File: src/inc/alc_pkg.sv
// Shared constants and types for the adaptive logic cell.
package alc_pkg;

	////////////////////////////////////////////////////////////////////////////////
	// Register byte offsets on the APB port.
	localparam logic [7:0] ALC_OFF_MASK0_LO = 8'h00; // Low half-table mask, bits 31..0.
	localparam logic [7:0] ALC_OFF_MASK0_HI = 8'h04; // Low half-table mask, bits 63..32.
	localparam logic [7:0] ALC_OFF_MASK1_LO = 8'h08; // High half-table mask, bits 31..0.
	localparam logic [7:0] ALC_OFF_MASK1_HI = 8'h0C; // High half-table mask, bits 63..32.
	localparam logic [7:0] ALC_OFF_MODE     = 8'h10; // Mode and routing controls.
	localparam logic [7:0] ALC_OFF_FLOP     = 8'h14; // Per-flop controls, one byte each.
	localparam logic [7:0] ALC_OFF_STATUS   = 8'h18; // Read-only cell state.

	////////////////////////////////////////////////////////////////////////////////
	// Reset values.
	localparam logic [31:0] ALC_RST_WORD = 32'h0000_0000; // All masks and controls.

	////////////////////////////////////////////////////////////////////////////////
	// Field positions in the mode register.
	localparam int ALC_MODE_LSB      = 0;  // Two bits: operating mode.
	localparam int ALC_NSUB_LSB      = 2;  // Two bits: normal-mode layout.
	localparam int ALC_EXT_FHI_BIT   = 4;  // Extended mode selects on in_f_hi.
	localparam int ALC_PACK_ALT_BIT  = 5;  // Packed input taken from the f input.
	localparam int ALC_ARITH_CMB_BIT = 6;  // Adder outputs replaced by table outputs.
	localparam int ALC_CH_START_BIT  = 7;  // This cell starts a chain.
	localparam int ALC_CH_BYP_BIT    = 8;  // This cell bypasses the chains.
	localparam int ALC_CY_OUT_BIT    = 9;  // Incoming carry driven onto general output.
	localparam int ALC_FB_BIT        = 10; // Flop feedback into the tables.
	localparam int ALC_GCLR_EN_BIT   = 11; // Global clear honoured.
	localparam int ALC_OSEL_LSB      = 12; // Four bits: output drawn from flop.

	// Field positions inside one flop byte.
	localparam int ALC_FL_CE_LSB     = 0;  // Two bits: enable select, 3 = always.
	localparam int ALC_FL_SCLR_BIT   = 2;  // Synchronous clear honoured.
	localparam int ALC_FL_SLOAD_BIT  = 3;  // Synchronous load honoured.
	localparam int ALC_FL_ACLR_LSB   = 4;  // Two bits: 0 none, 1 clear 0, 2 clear 1.
	localparam int ALC_FL_PACK_BIT   = 6;  // Data taken from the packed input.
	localparam int ALC_FL_BYTE       = 8;  // Width of one flop byte.

	// Status register positions.
	localparam int ALC_ST_COMB_LSB   = 4;  // Two combinational results.
	localparam int ALC_ST_CARRY_BIT  = 6;  // Carry leaving the cell.
	localparam int ALC_ST_SHARED_BIT = 7;  // Shared chain value leaving the cell.

	// Cells where chains may start, per cluster.
	localparam int ALC_CARRY_START2  = 4;  // Fifth cell.
	localparam int ALC_SHARE_START2  = 5;  // Sixth cell.
	localparam int ALC_HALF_CELLS    = 5;  // Cells in one cluster half.

	////////////////////////////////////////////////////////////////////////////////
	// Operating modes.
	typedef enum logic [1:0]
	{
		ALC_NORMAL   = 2'b00,
		ALC_EXTENDED = 2'b01,
		ALC_ARITH    = 2'b10,
		ALC_SHARED   = 2'b11
	} alc_mode_t;

	// Normal-mode table layouts.
	typedef enum logic [1:0]
	{
		ALC_SPLIT  = 2'b00,
		ALC_SIX_LO = 2'b01,
		ALC_SIX_HI = 2'b10,
		ALC_SIX_RS = 2'b11
	} alc_nsub_t;

	////////////////////////////////////////////////////////////////////////////////
	// Table lookups of six, five and four inputs.
	function automatic logic alc_lut6(input logic [63:0] m, input logic [5:0] i);
		alc_lut6 = m[i];
	endfunction : alc_lut6

	function automatic logic alc_lut5(input logic [31:0] m, input logic [4:0] i);
		alc_lut5 = m[i];
	endfunction : alc_lut5

	function automatic logic alc_lut4(input logic [15:0] m, input logic [3:0] i);
		alc_lut4 = m[i];
	endfunction : alc_lut4

endpackage : alc_pkg

File: src/inc/alc_flop_if.sv
`timescale 1ns/1ps
// Control and data bundle between the cell logic and its four flops.
interface alc_flop_if;
	logic [3:0] d;     // Data per flop.
	logic [3:0] ce;    // Update enable per flop.
	logic [3:0] sclr;  // Synchronous clear per flop.
	logic [3:0] sload; // Synchronous load per flop.
	logic [3:0] ldata; // Load value per flop.
	logic [3:0] aclr;  // Clear with top priority per flop.
	logic [3:0] q;     // Flop outputs.

	modport ctrl (output d, ce, sclr, sload, ldata, aclr, input q);
	modport bank (input d, ce, sclr, sload, ldata, aclr, output q);
endinterface : alc_flop_if

File: src/rtl/alc_cell.sv
// The APB slave port and the placing of the registers were decided locally.
`timescale 1ns/1ps
module alc_cell
	import alc_pkg::*;
#(
	parameter int CELL_INDEX     = 0, // Position of the cell in its cluster.
	parameter bit MEMORY_CLUSTER = 0  // Cell sits in a memory-capable cluster.
)
(
	input  wire logic        pclk,
	input  wire logic        presetn,
	input  wire logic [7:0]  paddr,
	input  wire logic        psel,
	input  wire logic        penable,
	input  wire logic        pwrite,
	input  wire logic [31:0] pwdata,
	input  wire logic [3:0]  pstrb,
	output logic      [31:0] prdata,
	output logic             pready,
	output logic             pslverr,
	input  wire logic        in_a,
	input  wire logic        in_b,
	input  wire logic        in_c,
	input  wire logic        in_d,
	input  wire logic        in_e_lo,
	input  wire logic        in_e_hi,
	input  wire logic        in_f_lo,
	input  wire logic        in_f_hi,
	input  wire logic [2:0]  cluster_clk_en,
	input  wire logic [1:0]  cluster_clr,
	input  wire logic        sync_clear,
	input  wire logic        sync_load,
	input  wire logic        global_clear_n,
	input  wire logic        carry_in,
	input  wire logic        shared_in,
	output logic      [3:0]  out_gen,
	output logic             carry_out,
	output logic             shared_out
);

	// Elaboration check: a cluster holds two halves of cells, nothing beyond them.
	if (CELL_INDEX < 0 || CELL_INDEX >= 2 * ALC_HALF_CELLS)
	begin : g_index_check
		$error("CELL_INDEX out of range");
	end

	////////////////////////////////////////////////////////////////////////////////
	// Register file.
	logic [63:0] mask0_ff;   // Table mask of the low half.
	logic [63:0] mask1_ff;   // Table mask of the high half.
	logic [31:0] mode_ff;    // Mode register.
	logic [31:0] flop_ff;    // Per-flop controls.
	logic [31:0] prdata_ff;  // Read data.
	logic        pready_ff;  // Access-phase ready.
	logic        pslverr_ff; // Error answer.
	logic [31:0] status;     // Live cell state.
	logic [31:0] rd_word;    // Decoded read value.
	logic        hit;        // Address maps to a register.
	logic        wr_go;      // Write completes this edge.

	// Merges write data into a word under the byte strobes.
	function automatic logic [31:0] merge(input logic [31:0] old, input logic [31:0] wd,
		input logic [3:0] st);
		merge = old;
		for (int b = 0; b < 4; b++)
		begin
			if (st[b])
				merge[b*8 +: 8] = wd[b*8 +: 8];
		end
	endfunction : merge

	// Address decode shared by read and write.
	always_comb
	begin
		hit     = 1'b1;
		rd_word = 32'h0000_0000;
		unique case (paddr)
			ALC_OFF_MASK0_LO: rd_word = mask0_ff[31:0];
			ALC_OFF_MASK0_HI: rd_word = mask0_ff[63:32];
			ALC_OFF_MASK1_LO: rd_word = mask1_ff[31:0];
			ALC_OFF_MASK1_HI: rd_word = mask1_ff[63:32];
			ALC_OFF_MODE:     rd_word = mode_ff;
			ALC_OFF_FLOP:     rd_word = flop_ff;
			ALC_OFF_STATUS:   rd_word = status;
			default:          hit     = 1'b0;
		endcase
	end

	assign wr_go = psel && penable && pready_ff && pwrite && hit;

	// Answer one cycle after setup: ready is high for the first access cycle.
	always_ff @(posedge pclk or negedge presetn)
	begin
		if (!presetn)
		begin
			pready_ff  <= 1'b0;
			pslverr_ff <= 1'b0;
			prdata_ff  <= 32'h0000_0000;
		end
		else
		begin
			pready_ff  <= psel && !penable;
			pslverr_ff <= psel && !penable && !hit;
			// Read data is captured in setup so it is stable through access.
			if (psel && !penable && !pwrite)
				prdata_ff <= rd_word;
		end
	end

	// Register writes; the status word ignores writes.
	always_ff @(posedge pclk or negedge presetn)
	begin
		if (!presetn)
		begin
			mask0_ff <= {ALC_RST_WORD, ALC_RST_WORD};
			mask1_ff <= {ALC_RST_WORD, ALC_RST_WORD};
			mode_ff  <= ALC_RST_WORD;
			flop_ff  <= ALC_RST_WORD;
		end
		else if (wr_go)
		begin
			unique case (paddr)
				ALC_OFF_MASK0_LO: mask0_ff[31:0]  <= merge(mask0_ff[31:0], pwdata, pstrb);
				ALC_OFF_MASK0_HI: mask0_ff[63:32] <= merge(mask0_ff[63:32], pwdata, pstrb);
				ALC_OFF_MASK1_LO: mask1_ff[31:0]  <= merge(mask1_ff[31:0], pwdata, pstrb);
				ALC_OFF_MASK1_HI: mask1_ff[63:32] <= merge(mask1_ff[63:32], pwdata, pstrb);
				ALC_OFF_MODE:     mode_ff         <= merge(mode_ff, pwdata, pstrb);
				ALC_OFF_FLOP:     flop_ff         <= merge(flop_ff, pwdata, pstrb);
				default:          mode_ff         <= mode_ff;
			endcase
		end
	end

	assign prdata  = prdata_ff;
	assign pready  = pready_ff;
	assign pslverr = pslverr_ff;

	////////////////////////////////////////////////////////////////////////////////
	// Pin synchronisers for the clears, which arrive from outside the clock.
	logic [2:0] clr_meta_ff; // First stage, read only by the second.
	logic [2:0] clr_sync_ff; // {global clear, cluster clear 1, cluster clear 0}, high active.

	// Two flops per clear; a reset leaves every clear inactive.
	always_ff @(posedge pclk or negedge presetn)
	begin
		if (!presetn)
		begin
			clr_meta_ff <= 3'h0;
			clr_sync_ff <= 3'h0;
		end
		else
		begin
			clr_meta_ff <= {!global_clear_n, cluster_clr};
			clr_sync_ff <= clr_meta_ff;
		end
	end

	////////////////////////////////////////////////////////////////////////////////
	// Decoded controls.
	alc_mode_t  mode;      // Operating mode.
	alc_nsub_t  nsub;      // Normal-mode layout.
	logic       ext_fhi;   // Extended mode selects on in_f_hi.
	logic       pack_alt;  // Packed input is the f input.
	logic [3:0] osel;      // General output drawn from a flop.
	logic [3:0] q;         // Flop outputs.

	assign mode     = alc_mode_t'(mode_ff[ALC_MODE_LSB +: 2]);
	assign nsub     = alc_nsub_t'(mode_ff[ALC_NSUB_LSB +: 2]);
	assign ext_fhi  = mode_ff[ALC_EXT_FHI_BIT];
	assign pack_alt = mode_ff[ALC_PACK_ALT_BIT];
	assign osel     = mode_ff[ALC_OSEL_LSB +: 4];

	////////////////////////////////////////////////////////////////////////////////
	// Table inputs, with optional flop feedback in place of c and d.
	logic c_in; // Input c as seen by the tables.
	logic d_in; // Input d as seen by the tables.

	assign c_in = mode_ff[ALC_FB_BIT] ? q[0] : in_c;
	assign d_in = mode_ff[ALC_FB_BIT] ? q[2] : in_d;

	// Adds two bits per cell; both carry-in cases are formed and then selected,
	// which keeps the chain delay to one mux per cell.
	function automatic logic [2:0] add2(input logic x0, input logic y0, input logic x1,
		input logic y1, input logic ci);
		logic c0;
		c0   = (x0 & y0) | (x0 & ci) | (y0 & ci);
		add2 = {(x1 & y1) | (x1 & c0) | (y1 & c0), x1 ^ y1 ^ c0, x0 ^ y0 ^ ci};
	endfunction : add2

	////////////////////////////////////////////////////////////////////////////////
	// Combinational functions of every mode.
	logic       f6_lo;    // Six-input on a..d, e-lo, f-hi.
	logic       f6_hi;    // Six-input on a..d, e-hi, f-lo.
	logic       h5_lo;    // Five-input on a, b, c, e-lo, f-lo.
	logic       h5_hi;    // Five-input on a, b, d, e-hi, f-hi.
	logic       f7;       // Seven-input result.
	logic       x0;       // First operand, low adder.
	logic       y0;       // Second operand, low adder.
	logic       x1;       // First operand, high adder.
	logic       y1;       // Second operand, high adder.
	logic       sh_k0;    // Shared carry of the low half.
	logic       sh_k1;    // Shared carry of the high half.
	logic       sub;      // Subtract, taken from in_e_lo.
	logic       start_ok; // Chain may start in this cell.
	logic       byp_ok;   // Chains may bypass this cell.
	logic       cin;      // Carry entering the low adder.
	logic [2:0] sum_c0;   // Adder result with carry in low.
	logic [2:0] sum_c1;   // Adder result with carry in high.
	logic [2:0] sum;      // {carry, high sum, low sum}.
	logic [1:0] comb;     // Results per half.
	logic       pack_lo;  // Packed input to flops 0 and 1.
	logic       pack_hi;  // Packed input to flops 2 and 3.
	logic       free_lo;  // Flops 0 and 1 take only packed data.
	logic       free_hi;  // Flops 2 and 3 take only packed data.

	assign h5_lo = alc_lut5(mask0_ff[31:0], {in_f_lo, in_e_lo, c_in, in_b, in_a});
	assign h5_hi = alc_lut5(mask1_ff[31:0], {in_f_hi, in_e_hi, d_in, in_b, in_a});
	assign f6_lo = alc_lut6(mask0_ff, {in_f_hi, in_e_lo, d_in, c_in, in_b, in_a});
	assign f6_hi = alc_lut6(mask1_ff, {in_f_lo, in_e_hi, d_in, c_in, in_b, in_a});

	// The seven-input template: the chosen f input selects between two six-input tables.
	assign f7 = (ext_fhi ? in_f_hi : in_f_lo)
		? alc_lut6(mask1_ff, {in_e_hi, in_e_lo, d_in, c_in, in_b, in_a})
		: alc_lut6(mask0_ff, {in_e_hi, in_e_lo, d_in, c_in, in_b, in_a});

	assign sub = (mode == ALC_ARITH) && in_e_lo;

	// Adder operands; shared mode forms sum and carry tables per half.
	always_comb
	begin
		sh_k0 = alc_lut4(mask0_ff[31:16], {in_e_lo, c_in, in_b, in_a});
		sh_k1 = alc_lut4(mask1_ff[31:16], {in_e_hi, d_in, in_b, in_a});
		if (mode == ALC_SHARED)
		begin
			x0 = alc_lut4(mask0_ff[15:0], {in_e_lo, c_in, in_b, in_a});
			y0 = shared_in;
			x1 = alc_lut4(mask1_ff[15:0], {in_e_hi, d_in, in_b, in_a});
			y1 = sh_k0;
		end
		else
		begin
			x0 = alc_lut4(mask0_ff[15:0], {in_f_lo, c_in, in_b, in_a});
			y0 = alc_lut4(mask0_ff[31:16], {in_f_lo, c_in, in_b, in_a}) ^ sub;
			x1 = alc_lut4(mask1_ff[15:0], {in_f_hi, d_in, in_b, in_a});
			y1 = alc_lut4(mask1_ff[31:16], {in_f_hi, d_in, in_b, in_a}) ^ sub;
		end
	end

	// Start and bypass are honoured only in the cells that allow them.
	always_comb
	begin
		if (mode == ALC_SHARED)
			start_ok = mode_ff[ALC_CH_START_BIT]
				&& (CELL_INDEX == 0 || CELL_INDEX == ALC_SHARE_START2);
		else
			start_ok = mode_ff[ALC_CH_START_BIT]
				&& (CELL_INDEX == 0 || CELL_INDEX == ALC_CARRY_START2);
		// Logic clusters skip the bottom half, memory-capable ones the top.
		if (MEMORY_CLUSTER)
			byp_ok = mode_ff[ALC_CH_BYP_BIT] && (CELL_INDEX >= ALC_HALF_CELLS);
		else
			byp_ok = mode_ff[ALC_CH_BYP_BIT] && (CELL_INDEX < ALC_HALF_CELLS);
	end

	// A started chain takes the subtract bit as its first carry.
	assign cin    = start_ok ? sub : carry_in;
	assign sum_c0 = add2(x0, y0, x1, y1, 1'b0);
	assign sum_c1 = add2(x0, y0, x1, y1, 1'b1);
	assign sum    = cin ? sum_c1 : sum_c0;

	// Results per half for each mode.
	always_comb
	begin
		unique case (mode)
			ALC_NORMAL:
			begin
				unique case (nsub)
					ALC_SPLIT:  comb = {h5_hi, h5_lo};
					ALC_SIX_LO: comb = {f6_lo, f6_lo};
					ALC_SIX_HI: comb = {f6_hi, f6_hi};
					ALC_SIX_RS: comb = {h5_hi, h5_lo};  // Reserved layout acts as split.
				endcase
			end
			ALC_EXTENDED: comb = {f7, f7};
			ALC_ARITH, ALC_SHARED:
			begin
				// Table outputs may leave while only the carry is used.
				if (mode_ff[ALC_ARITH_CMB_BIT])
					comb = {x1, x0};
				else
					comb = sum[1:0];
			end
		endcase
		// The last carry of a chain leaves through this cell's output.
		if (mode_ff[ALC_CY_OUT_BIT])
			comb[1] = carry_in;
	end

	// Which inputs are spare for register packing, and which flop pair they reach.
	always_comb
	begin
		pack_lo = in_e_lo;
		pack_hi = in_e_hi;
		free_lo = 1'b0;
		free_hi = 1'b0;
		if (mode == ALC_NORMAL && nsub == ALC_SIX_LO)
		begin
			pack_hi = pack_alt ? in_f_lo : in_e_hi;
			free_hi = 1'b1;
		end
		else if (mode == ALC_NORMAL && nsub == ALC_SIX_HI)
		begin
			pack_lo = pack_alt ? in_f_hi : in_e_lo;
			free_lo = 1'b1;
		end
		else if (mode == ALC_EXTENDED && !ext_fhi)
		begin
			pack_hi = in_f_hi;
			free_hi = 1'b1;
		end
		else if (mode == ALC_EXTENDED)
		begin
			pack_lo = in_f_lo;
			free_lo = 1'b1;
		end
	end

	////////////////////////////////////////////////////////////////////////////////
	// Chain outputs; a bypassing cell passes both chains straight through.
	assign carry_out  = byp_ok ? carry_in : sum[2];
	assign shared_out = byp_ok ? shared_in
		: (mode == ALC_SHARED ? sh_k1 : 1'b0);

	assign status = {24'h00_0000, shared_out, carry_out, comb, q};

	////////////////////////////////////////////////////////////////////////////////
	// Flop controls.
	alc_flop_if fbus ();

	// Per-flop enables, clears and data sources.
	always_comb
	begin
		for (int i = 0; i < 4; i++)
		begin
			logic [7:0] cfg;
			logic       pk;
			cfg = flop_ff[i*ALC_FL_BYTE +: ALC_FL_BYTE];
			pk  = (i < 2) ? pack_lo : pack_hi;
			// Enable 3 means free running; others follow a cluster clock enable.
			fbus.ce[i] = (cfg[ALC_FL_CE_LSB +: 2] == 2'h3)
				|| cluster_clk_en[cfg[ALC_FL_CE_LSB +: 2]];
			// In arithmetic mode in_e_hi is the counter enable.
			if (mode == ALC_ARITH)
				fbus.ce[i] = fbus.ce[i] && in_e_hi;
			fbus.sclr[i]  = sync_clear && cfg[ALC_FL_SCLR_BIT];
			fbus.sload[i] = sync_load && cfg[ALC_FL_SLOAD_BIT];
			fbus.ldata[i] = pk;
			// The global clear needs its enable; cluster clears pick one of two.
			fbus.aclr[i]  = (clr_sync_ff[2] && mode_ff[ALC_GCLR_EN_BIT])
				|| (cfg[ALC_FL_ACLR_LSB +: 2] == 2'h1 && clr_sync_ff[0])
				|| (cfg[ALC_FL_ACLR_LSB +: 2] == 2'h2 && clr_sync_ff[1]);
			if (cfg[ALC_FL_PACK_BIT] || ((i < 2) ? free_lo : free_hi))
				fbus.d[i] = pk;
			else
				fbus.d[i] = comb[i / 2];
		end
	end

	// The four flops of the cell.
	alc_flop_bank u_flops
	(
		.pclk    (pclk),
		.presetn (presetn),
		.fb      (fbus.bank)
	);

	assign q = fbus.q;

	////////////////////////////////////////////////////////////////////////////////
	// General outputs: each shows its half's direct result or its own flop, so
	// a direct and a registered copy can leave side by side.
	always_comb
	begin
		for (int i = 0; i < 4; i++)
		begin
			if (osel[i])
				out_gen[i] = q[i];
			else
				out_gen[i] = comb[i / 2];
		end
	end

endmodule : alc_cell

File: src/rtl/alc_flop_bank.sv
`timescale 1ns/1ps
// Four cell flops with a fixed control priority.
module alc_flop_bank
(
	input  wire logic pclk,
	input  wire logic presetn,
	alc_flop_if.bank  fb
);

	////////////////////////////////////////////////////////////////////////////////
	// Clear beats the enable, then synchronous clear, then load, then data.
	logic [3:0] q_ff;     // Flop state.
	logic [3:0] nxt_q;    // Next flop state.

	// Next-state selection; a disabled flop holds unless the clear is active.
	always_comb
	begin
		for (int i = 0; i < 4; i++)
		begin
			if (fb.aclr[i])
				nxt_q[i] = 1'b0;
			else if (!fb.ce[i])
				nxt_q[i] = q_ff[i];
			else if (fb.sclr[i])
				nxt_q[i] = 1'b0;
			else if (fb.sload[i])
				nxt_q[i] = fb.ldata[i];
			else
				nxt_q[i] = fb.d[i];
		end
	end

	// State update on every rising edge of the cell clock.
	always_ff @(posedge pclk or negedge presetn)
	begin
		if (!presetn)
			q_ff <= 4'h0;
		else
			q_ff <= nxt_q;
	end

	assign fb.q = q_ff;

endmodule : alc_flop_bank

File: config.mk
export PLATFORM = sky130hd
export DESIGN_NAME = alc_cell
export DESIGN_NICKNAME = d
export VERILOG_FILES = /design/src/inc/alc_pkg.sv /design/src/inc/alc_flop_if.sv /design/src/rtl/alc_cell.sv /design/src/rtl/alc_flop_bank.sv
export SDC_FILE = /design/constraint.sdc
export NUM_CORES = 1
export LEC_CHECK = 0
export BUFFER_PORTS_ARGS = -buffer_cell sky130_fd_sc_hd__buf_2
export CAP_MARGIN = 20
export CORE_AREA = 8 8 151 153
export DETAILED_ROUTE_END_ITERATION = 8
export DIE_AREA = 0 0 159 161
export PLACE_DENSITY = 0.87
export SLEW_MARGIN = 20
export SYNTH_ARGS = -nofsm -noshare
export SYNTH_HDL_FRONTEND = slang
export SYNTH_HIERARCHICAL = 1
export SYNTH_SLANG_ARGS = --single-unit
export TNS_END_PERCENT = 30
File: constraint.sdc
create_clock -name pclk -period 6.7 [get_ports pclk]
set_input_delay 1.34 -clock pclk [delete_from_list [all_inputs] [get_ports pclk]]
set_output_delay 1.34 -clock pclk [all_outputs]
set_load 0.05 [all_outputs]
### Yosys cells after proc, flatten, opt, wreduce, memory -nomap -nowiden

Index checks and enable logic that the tools add are counted.

| cells by class | value |
|---|---|
| bitwise operators | 19 |
| equal/unequal tests | 24 |
| multiplexer cells | 99 |
| order comparisons | 13 |
| reductions and logical operators | 87 |

Operators with widths:

| operator | number |
|---|---|
| case mux 32 bit (7 select lines) | 1 |
| 2-to-1 mux 1 bit | 76 |
| AND reduction 3 bit | 24 |
| binary-select mux 1 bit (select 4 bit) | 8 |
| logical AND 1 bit | 32 |
| binary-select mux 1 bit (select 6 bit) | 4 |
| == test 2 bit, second input constant | 12 |
| == test 8 x 5 -> 1 bit, second input constant | 3 |
| less-than comparator 6 x 7 -> 1 bit, second input constant | 3 |
| less-than comparator 4 x 5 -> 1 bit, second input constant | 4 |
| == test 8 x 4 -> 1 bit, second input constant | 2 |
| logical OR 1 bit | 16 |
| == test 2 x 1 -> 1 bit, second input constant | 6 |
| less-than comparator 2 x 3 -> 1 bit, second input constant | 4 |
| less-than comparator 5 x 6 -> 1 bit, second input constant | 2 |
| case mux 2 bit (3 select lines) | 2 |
| binary-select mux 1 bit (select 5 bit) | 2 |
| binary-select mux 1 bit (select 2 bit) | 4 |
| == test 8 x 3 -> 1 bit, second input constant | 1 |
| logical NOT 8 bit | 1 |
| nonzero test 2 bit | 4 |
| OR reduction 7 bit | 1 |
| AND 1 bit | 6 |
| OR 1 bit | 6 |
| other kinds (7) | 18 |

| storage, ports and cells | value |
|---|---|
| register bits after elaboration | 236 |
| input port bits | 67 |
| word-level logic and storage cells | 275 |
| output and inout bits | 40 |

### Longest topological paths before layout

Gate-level depths: netlist (run 1).

| logic depth | value |
|---|---|
| depth in word-level cells | 20 |
| gate-level depth with buffers | 21 |
| depth with buffers taken out | 18 |

### Cells and area by module

The synthesis (run 1) kept the hierarchy.

By module, submodules not included:

| module | cells each | instances | area an instance (um^2) |
|---|---|---|---|
| alc_cell | 938 | 1 | 11746.3 |
| alc_flop_bank | 20 | 1 | 236.5 |

### Worst setup path before layout (run 1)

OpenSTA, ideal clock, no wires.

| timing | value |
|---|---|
| path kind | input port to output port |
| from | input in_a |
| to | output out_gen[2] |
| stages on the path | 13 |
| required time | 5.360 ns |
| path slack | 0.827 ns |
| data arrival time | 4.533 ns |
| cell sequence | buf_2 buf_6 buf_2 mux4_2 mux2_2 mux2i_1 o221ai_1 ha_1 xnor2_1 o21ai_0 a21o_1 or3_4 a22o_1 |

| between the ends | value |
|---|---|
| longest elaborated chain between the ends | 13 |
| elaborated cells on any way between the ends | 43 |
| classes of those cells | 35 x mux; 8 x bitwise |

RTL lines:

| what | RTL line | source |
|---|---|---|
| start: declaration | alc_cell.sv:21 | `input wire logic in_a,` |
| binary-select mux 1 bit (select 4 bit) | alc_pkg.sv:80 | `alc_lut4 = m[i];` |
| 2-to-1 mux 1 bit (implied by the code) | alc_pkg.sv:80 |  |
| XOR 1 bit | alc_cell.sv:243 | `y0 = alc_lut4(mask0_ff[31:16], {in_f_lo, c_in, in_b, in_a}) ^ sub;` |
| 2-to-1 mux 1 bit | alc_cell.sv:233 | `if (mode == ALC_SHARED)` |
| AND 1 bit | alc_cell.sv:186 | `c0 = (x0 & y0) \| (x0 & ci) \| (y0 & ci);` |
| OR 1 bit (2 in series) | alc_cell.sv:186 |  |
| XOR 1 bit | alc_cell.sv:187 | `add2 = {(x1 & y1) \| (x1 & c0) \| (y1 & c0), x1 ^ y1 ^ c0, x0 ^ y0 ^ ci};` |
| 2-to-1 mux 3 bit | alc_cell.sv:269 | `assign sum = cin ? sum_c1 : sum_c0;` |
| 2-to-1 mux 2 bit | alc_cell.sv:288 | `if (mode_ff[ALC_ARITH_CMB_BIT])` |
| case mux 2 bit (3 select lines) * | alc_cell.sv:274 | `unique case (mode)` |
| 2-to-1 mux 1 bit * | alc_cell.sv:295 | `if (mode_ff[ALC_CY_OUT_BIT])` |
| 2-to-1 mux 1 bit * | alc_cell.sv:386 | `if (osel[i])` |
| end: declaration | alc_cell.sv:36 | `output logic [3:0] out_gen,` |

Every way passes the cells marked *; elsewhere a longest branch is shown, timed or not. The select of a mux whose other input is x is not followed.

### Worst setup path in the final report (run 1)

| timing | value |
|---|---|
| from | input in_a |
| to | output out_gen[3] |

Same word-level chain as after synthesis.

==> results of run 1 <==
==> kinds of logic after synthesis <==
group	count (synthesis)	share of synthesized area
xor+xnor	2	0.001462
mux	273	0.2864
simple gates	196	0.07685
buf+inv	63	0.02088
flops	236	0.4928
compound gates	182	0.1153
fa+ha+maj	6	0.006265
==> per-layer routing <==
layer / routed length [um] / GRT usage
met1: 14000 / 0.3584
met3: 3215 / 0.05930
met5: 0 / 0
met2: 16790 / 0.4380
met4: 1932 / 0.1509
==> power groups by stage <==
| stage | sequential (uW) | clock, uW | combinational (uW) |
|---|---|---|---|
| 6_report | 1470 | 1600 | 293 |
| 3_5_place_dp | 1500 | 0 | 292 |
| 4_1_cts | 1470 | 1610 | 294 |
| 2_1_floorplan | 1590 | 0 | 72.5 |
| 3_3_place_gp | 1500 | 0 | 289 |
| 5_1_grt | 1470 | 1670 | 313 |
==> sequential cells by signal (all words and copies together) (netlist names) <==
| signal | count |
|---|---|
| clr_meta_ff | 3 |
| clr_sync_ff | 3 |
| flop_ff | 32 |
| mask0_ff | 64 |
| mask1_ff | 64 |
| mode_ff | 32 |
| prdata | 32 |
| pready | 1 |
| pslverr | 1 |
| u_flops/fb.q | 4 |
==> layout make-up <==
type | instances | area share
Sequential cell | 236 | 0.4271
Multi-Input combinational cell | 659 | 0.4234
Clock buffer | 36 | 0.05709
Timing Repair Buffer | 125 | 0.04940
Tap cell | 275 | 0.02488
Clock inverter | 12 | 0.01384
Inverter | 16 | 0.004343
==> path summary, 6_finish.rpt <==
check / cells after the start / endpoint / slack, ns / startpoint
min in group asynchronous: 1 / flop_ff[12] / 0.85 / presetn
max in group asynchronous: 2 / mode_ff[10] / 4.44 / presetn
worst max register to register: 18 / u_flops/fb.q[2] / 2.56 / u_flops/fb.q[0]
worst min-delay path: 0 / clr_sync_ff[0] / 0.35 / clr_meta_ff[0]
worst min register to register: 0 / clr_sync_ff[0] / 0.35 / clr_meta_ff[0]
worst max-delay path: 13 / out_gen[3] / 0.41 / in_a
==> per-stage QoR <==
| stage | total power [uW] | area, um^2 | util | instances |
|---|---|---|---|---|
| 5_1_grt | 3461 | 13830 | 0.6727 | 1359 |
| 2_1_floorplan | 1665 | 11980 | - | 958 |
| 4_1_cts | 3374 | 13830 | 0.6727 | 1359 |
| 3_3_place_gp | 1785 | 12850 | 0.6250 | 1311 |
| 3_5_place_dp | 1789 | 12850 | 0.6250 | 1311 |
| 6_report | 3363 | 13830 | 0.6727 | 1359 |
==> cells in the final DEF (no fill, tap or decap), types with 17 or more instances in the layout <==
cell type,instances
dfrtp_1,236
mux2_2,206
buf_2,105
nand2_1,65
nor2_1,58
a22oi_1,56
mux4_2,34
mux2i_1,29
clkbuf_16,27
a31oi_1,22
a22o_1,22
buf_4,19
a221oi_1,17
==> worst reg2reg max path, stage by stage (launching register included) <==
cell and delay [ns]:
dfrtp_1 0.53, mux2_2 0.57, mux2i_1 0.35, nand2_1 0.09, o21ai_0 0.15, nand3b_1 0.11
nand2_1 0.07, nand2_1 0.05, o21ai_0 0.13, inv_1 0.08, ha_1 0.20, mux2i_1 0.21
xnor2_1 0.15, o21ai_0 0.10, a21o_1 0.20, or3_4 0.37, a31o_1 0.21, mux2_4 0.28
a22o_1 0.20
==> impl_metrics.toml, run 1 <==
[drt]
drt-wirelength-per-cell_um = 26.45
drt_iter0_drc = 1001
firstDrtPassIters = 6
vias = 9281
drc = 0
routed_wl_mm = 35.94
ant_nets = 0
avgViaCountPerCell = 6.829

[cts]
cts_tree = "built"
worst_skew_pair.late_latency_ns = 0.53
cts_sinks = 236
clockBufferDepth = 3
cts_resized = 0
h-tree-depth = 1
path_clk_slew_ns = 0.06
root_buffer = "clkbuf_16"
postCtsSetupRepairBufs = 0
ctsHoldBuffers = 0
cts_buffers = 26

[floorplan]
fp.dieArea_mm2 = 0.02560
rows = 53
die_width_um = 159
die_h_um = 161
io_pins = 107
start_util = 0.5829
core-area_mm2 = 0.02056

[worst_hold_path]
hold_path_class = "register to register"

[setup_path]
cp_cell_sequence = "buf_2 -> buf_4 -> mux4_2 -> mux2_2 -> mux2i_1 -> o221ai_1 -> ha_1 -> xnor2_1 -> o21ai_0 -> a21o_1 -> or3_4 -> a22o_1 -> buf_2"
end_kind = "output pin"
start_kind = "input port"
crit_top_cell = "buf_2"
crit_path_max_incr_delay_ns = 0.52
crit_fanout = 11
path_class = "input port to output pin"
slowest_stage = "mux4_2"
cp_data_arrival_time_ns = 4.95
crit_required_ns = 5.36
crit_buf_inv = 3
critical-path-top-delay-family = "multiplexers"

[finish]
area_growth_pct = 15.40
fill_cells = 1462
nets = 1137
num_antenna_cells = 0
drive_gt1_frac = 0.3921
regArea_mm2 = 0.005906
multiInputGateArea_mm2 = 0.005854

[synthesis]
avgSynthCellArea_um2 = 12.51
syn_inst = 958
async_flop_share = 1.000
synth_top_area_share = 0.4928
synth_commonest_cells = "236 x dfrtp_1, 206 x mux2_2, 65 x nand2_1"
yosysSeqAreaShare = 0.4928
synth_edf_count = 0
synthTopCellsByArea = "dfrtp_1 49%, mux2_2 19%, mux4_2 6.4%"
syn_nets = 1031
ys_ff_latch = 236
syn-cell-area_mm2 = 0.01198
synthFlopType = "dfrtp_1"
ys_warn_count = 6
synth_area_leader_cell = "dfrtp_1"
yosysMostFrequentCell = "dfrtp_1"
ys_types = 55

[power]
p_sw_frac = 0.2447
ir_worst_vdd_v = 0.0002569
power_frac_clock = 0.475
p_switching_uw = 823.1
pwr-share-seq = 0.437
combPwrFrac = 0.087
internal_power_uw = 2540
power_leakage_uw = 0.006531
power_density_mw_per_mm2 = 243.2

[sta]
tightest_slew_ns = 1.060
drv_slew = 0
fmax_mhz = 159.1
slew-limit-headroom = 0.2926
fin_ws_ns = 0.4135
fin_crit_ns = 6.287
hold_viol_final = 0
skew_ns = 0.01228
period_share = 0.9383
setup_violations = 0
whs_ns = 0.3472
tns_ns = 0
rsz0062_at_grt = "false"

[status]
status = "finished, final reports clean"

[global_route]
grt_overflow_total = 0
grt.total_usage = 0.2785
grt_antenna_before_repair = 0
grt_pass1_vias = 9803
grt_first_pass_wirelength_mm = 56.32
grt_max_degree = 107

[flow_run]
cap_violations = 0

[place]
dp_slack_ns = 0.4703
dp_hpwl_mm = 24.79
io_buffers = 106
routabilityCongestion = 0.9720
Note: power is estimated with default switching activity, not from simulation.
==> inputs of run 2 (changes only) <==
Settings changed: SYNTH_HIERARCHICAL 1 to default.
==> run 2 against run 1 <==
Register-to-register slack improved by 0.51 ns. Synthesized cell count fell by 1.7%. Final cell count down 1.3%. Sequential share of layout area is 0.42 points higher. Setup slack got worse by 0.20 ns. Synthesized area shrank 0.10%. First-iteration DRC count up 23%. Hold slack is essentially flat. Critical path type unchanged.
==> impl_metrics.toml, run 2 <==
[sta]
tightest_slew_ns = 1.016
whs_ns = 0.3467
fmax_mhz = 154.1
drv_slew = 0
period_share = 0.9684
skew_ns = 0.01066
fin_crit_ns = 6.488
setup_violations = 0
tns_ns = 0
rsz0062_at_grt = "false"
hold_viol_final = 0
fin_ws_ns = 0.2116
slew-limit-headroom = 0.3201

[global_route]
grt_pass1_vias = 9668
grt_max_degree = 134
grt_antenna_before_repair = 0
grt.total_usage = 0.2930
grt_first_pass_wirelength_mm = 58.78
grt_overflow_total = 0

[cts]
cts_sinks = 236
ctsHoldBuffers = 0
cts_tree = "built"
root_buffer = "clkbuf_16"
cts_buffers = 24
worst_skew_pair.late_latency_ns = 0.52
clockBufferDepth = 3
h-tree-depth = 1
path_clk_slew_ns = 0.06

[finish]
drive_gt1_frac = 0.3730
top_regs = "mask0_ff (64), mask1_ff (64)"
num_antenna_cells = 0
nets = 1123
utilization = 0.6662
area_growth_pct = 14.40
final_cell_mix = "236 x dfrtp_1, 197 x mux2_2, 105 x buf_2, 69 x nor2_1, 51 x nand2_1"
final_common_cell = "dfrtp_1"

[drt]
drt_iter0_drc = 1229
vias = 9526
avgViaCountPerCell = 7.098
drc = 0
drt-wirelength-per-cell_um = 28.40
ant_nets = 0
routed_wl_mm = 38.11
firstDrtPassIters = 7

[setup_path]
cp_cell_sequence = "buf_2 -> buf_6 -> mux4_1 -> mux2i_1 -> mux2_2 -> xor2_1 -> nand2_1 -> o21a_1 -> inv_1 -> ha_1 -> inv_1 -> mux2i_1 -> nor2_1 -> or4_4 -> o41ai_4 -> or2_1 -> mux2_2 -> buf_2"
crit_fanout = 15
worstSetupPathDepth = 18
start_kind = "input port"
path_class = "input port to output pin"
crit_buf_inv = 5
slowest_stage = "mux4_1"
end_kind = "output pin"
rr_worst_depth = 11
critical-path-top-delay-family = "multiplexers"
cp_data_arrival_time_ns = 5.15
crit_required_ns = 5.36
crit_path_max_incr_delay_ns = 0.61

[synthesis]
avgSynthCellArea_um2 = 12.71
ys_warn_count = 0
yosysSeqAreaShare = 0.4934
synth_commonest_cells = "236 x dfrtp_1, 197 x mux2_2, 71 x nor2_1"
ys_types = 57
synthTopCellsByArea = "dfrtp_1 49%, mux2_2 19%, mux4_2 5.3%"
synth_area_leader_cell = "dfrtp_1"
syn_inst = 942
synth_top_area_share = 0.4934
synth_edf_count = 0
ys_ff_latch = 236
async_flop_share = 1.000
synthFlopType = "dfrtp_1"
syn-cell-area_mm2 = 0.01197
yosysMostFrequentCell = "dfrtp_1"
syn_nets = 1015

[floorplan]
core-area_mm2 = 0.02056
fp.dieArea_mm2 = 0.02560
rows = 53
die_width_um = 159
io_pins = 107
die_h_um = 161
start_util = 0.5823

[flow_run]
cap_violations = 0

[power]
power_leakage_uw = 0.006351
ir_worst_vdd_v = 0.0002673
power_uw = 3166
power_density_mw_per_mm2 = 231.2

[place]
dp_slack_ns = -0.01198
routabilityCongestion = 1.093
dp_hpwl_mm = 27.09
io_buffers = 106

[worst_hold_path]
whs_path_depth = 0
hold_path_class = "register to register"

[status]
status = "finished, final reports clean"
## run 2: cell types whose count changed after synthesis, sizes merged, moves of 12 or more
cell | previous run | this run
nand2 | 65 | 51
o21ai | 10 | 22
a222oi | 0 | 50
a22oi | 56 | 5
a22o | 22 | 10
mux2 | 210 | 197
## run 2: logic make-up after synthesis
group	Yosys count	synth area share
AOI/OAI and AO/OA	177	0.1160
adders and majority gates	6	0.006271
DFF	236	0.4934
muxes	260	0.2781
xor gates and xnor gates	2	0.001464
and+or+nand+nor	207	0.08299
buffers and inverters	54	0.02174
## run 2: final timing paths
path,from,end,slack [ns]
max,in_a,out_gen[2],0.21
min,clr_meta_ff[1],clr_sync_ff[1],0.35
max reg2reg,mode_ff[1],u_flops.fb.q[2],3.07
min reg2reg,clr_meta_ff[1],clr_sync_ff[1],0.35
max in group asynchronous,presetn,prdata[1],4.65
min in group asynchronous,presetn,prdata[20],0.87
## run 2: timing repair
action	4_1_cts	5_1_grt
pin swaps	0	0
buffers inserted	0	0
endpoints found under the setup margin	2	2
resized for setup	2	4
## run 2: per-layer routing
layer,global-route usage,part of all wire,vias to the layer above
met5,0,0,-
met4,0.1252,0.046,0
met3,0.05498,0.11,114
met2,0.4777,0.48,668
met1,0.3808,0.37,4810
li1,-,-,3934
## run 2: area by class of cell
cell class	instances	area [um^2]
Clock buffer	39	738.2
Clock inverter	4	73.82
Fill cell	1466	6863
Inverter	12	45.04
Multi-Input combinational cell	652	5883
Sequential cell	236	5906
Tap cell	275	344.1
Timing Repair Buffer	124	704.4
## run 2: report_power, final
group          total [uW]  leakage (uW)  switching (uW)  internal, uW
clock                1380      0.000397             553           828
combinational         311       0.00274             235          76.5
sequential           1470       0.00321            17.8          1460
total                3170       0.00635             805          2360
## run 2: worst register-to-register path, cell delays in order, from the launching register on
cell,delay (ns)
dfrtp_1,0.75
a21boi_0,0.37
o211ai_1,0.24
nor4bb_1,0.52
inv_1,0.10
ha_1,0.32
nand3b_1,0.09
nor2_1,0.06
or4_4,0.53
o41ai_4,0.35
o21ai_0,0.16
nand2_1,0.09
## run 2: per-stage QoR
| stage | instance area, um^2 | std cells |
|---|---|---|
| 3_5_place_dp | 12840 | 1299 |
| 3_3_place_gp | 12840 | 1299 |
| 5_1_grt | 13690 | 1342 |
| 2_1_floorplan | 11970 | 942 |
| 6_report | 13690 | 1342 |
| 4_1_cts | 13660 | 1342 |
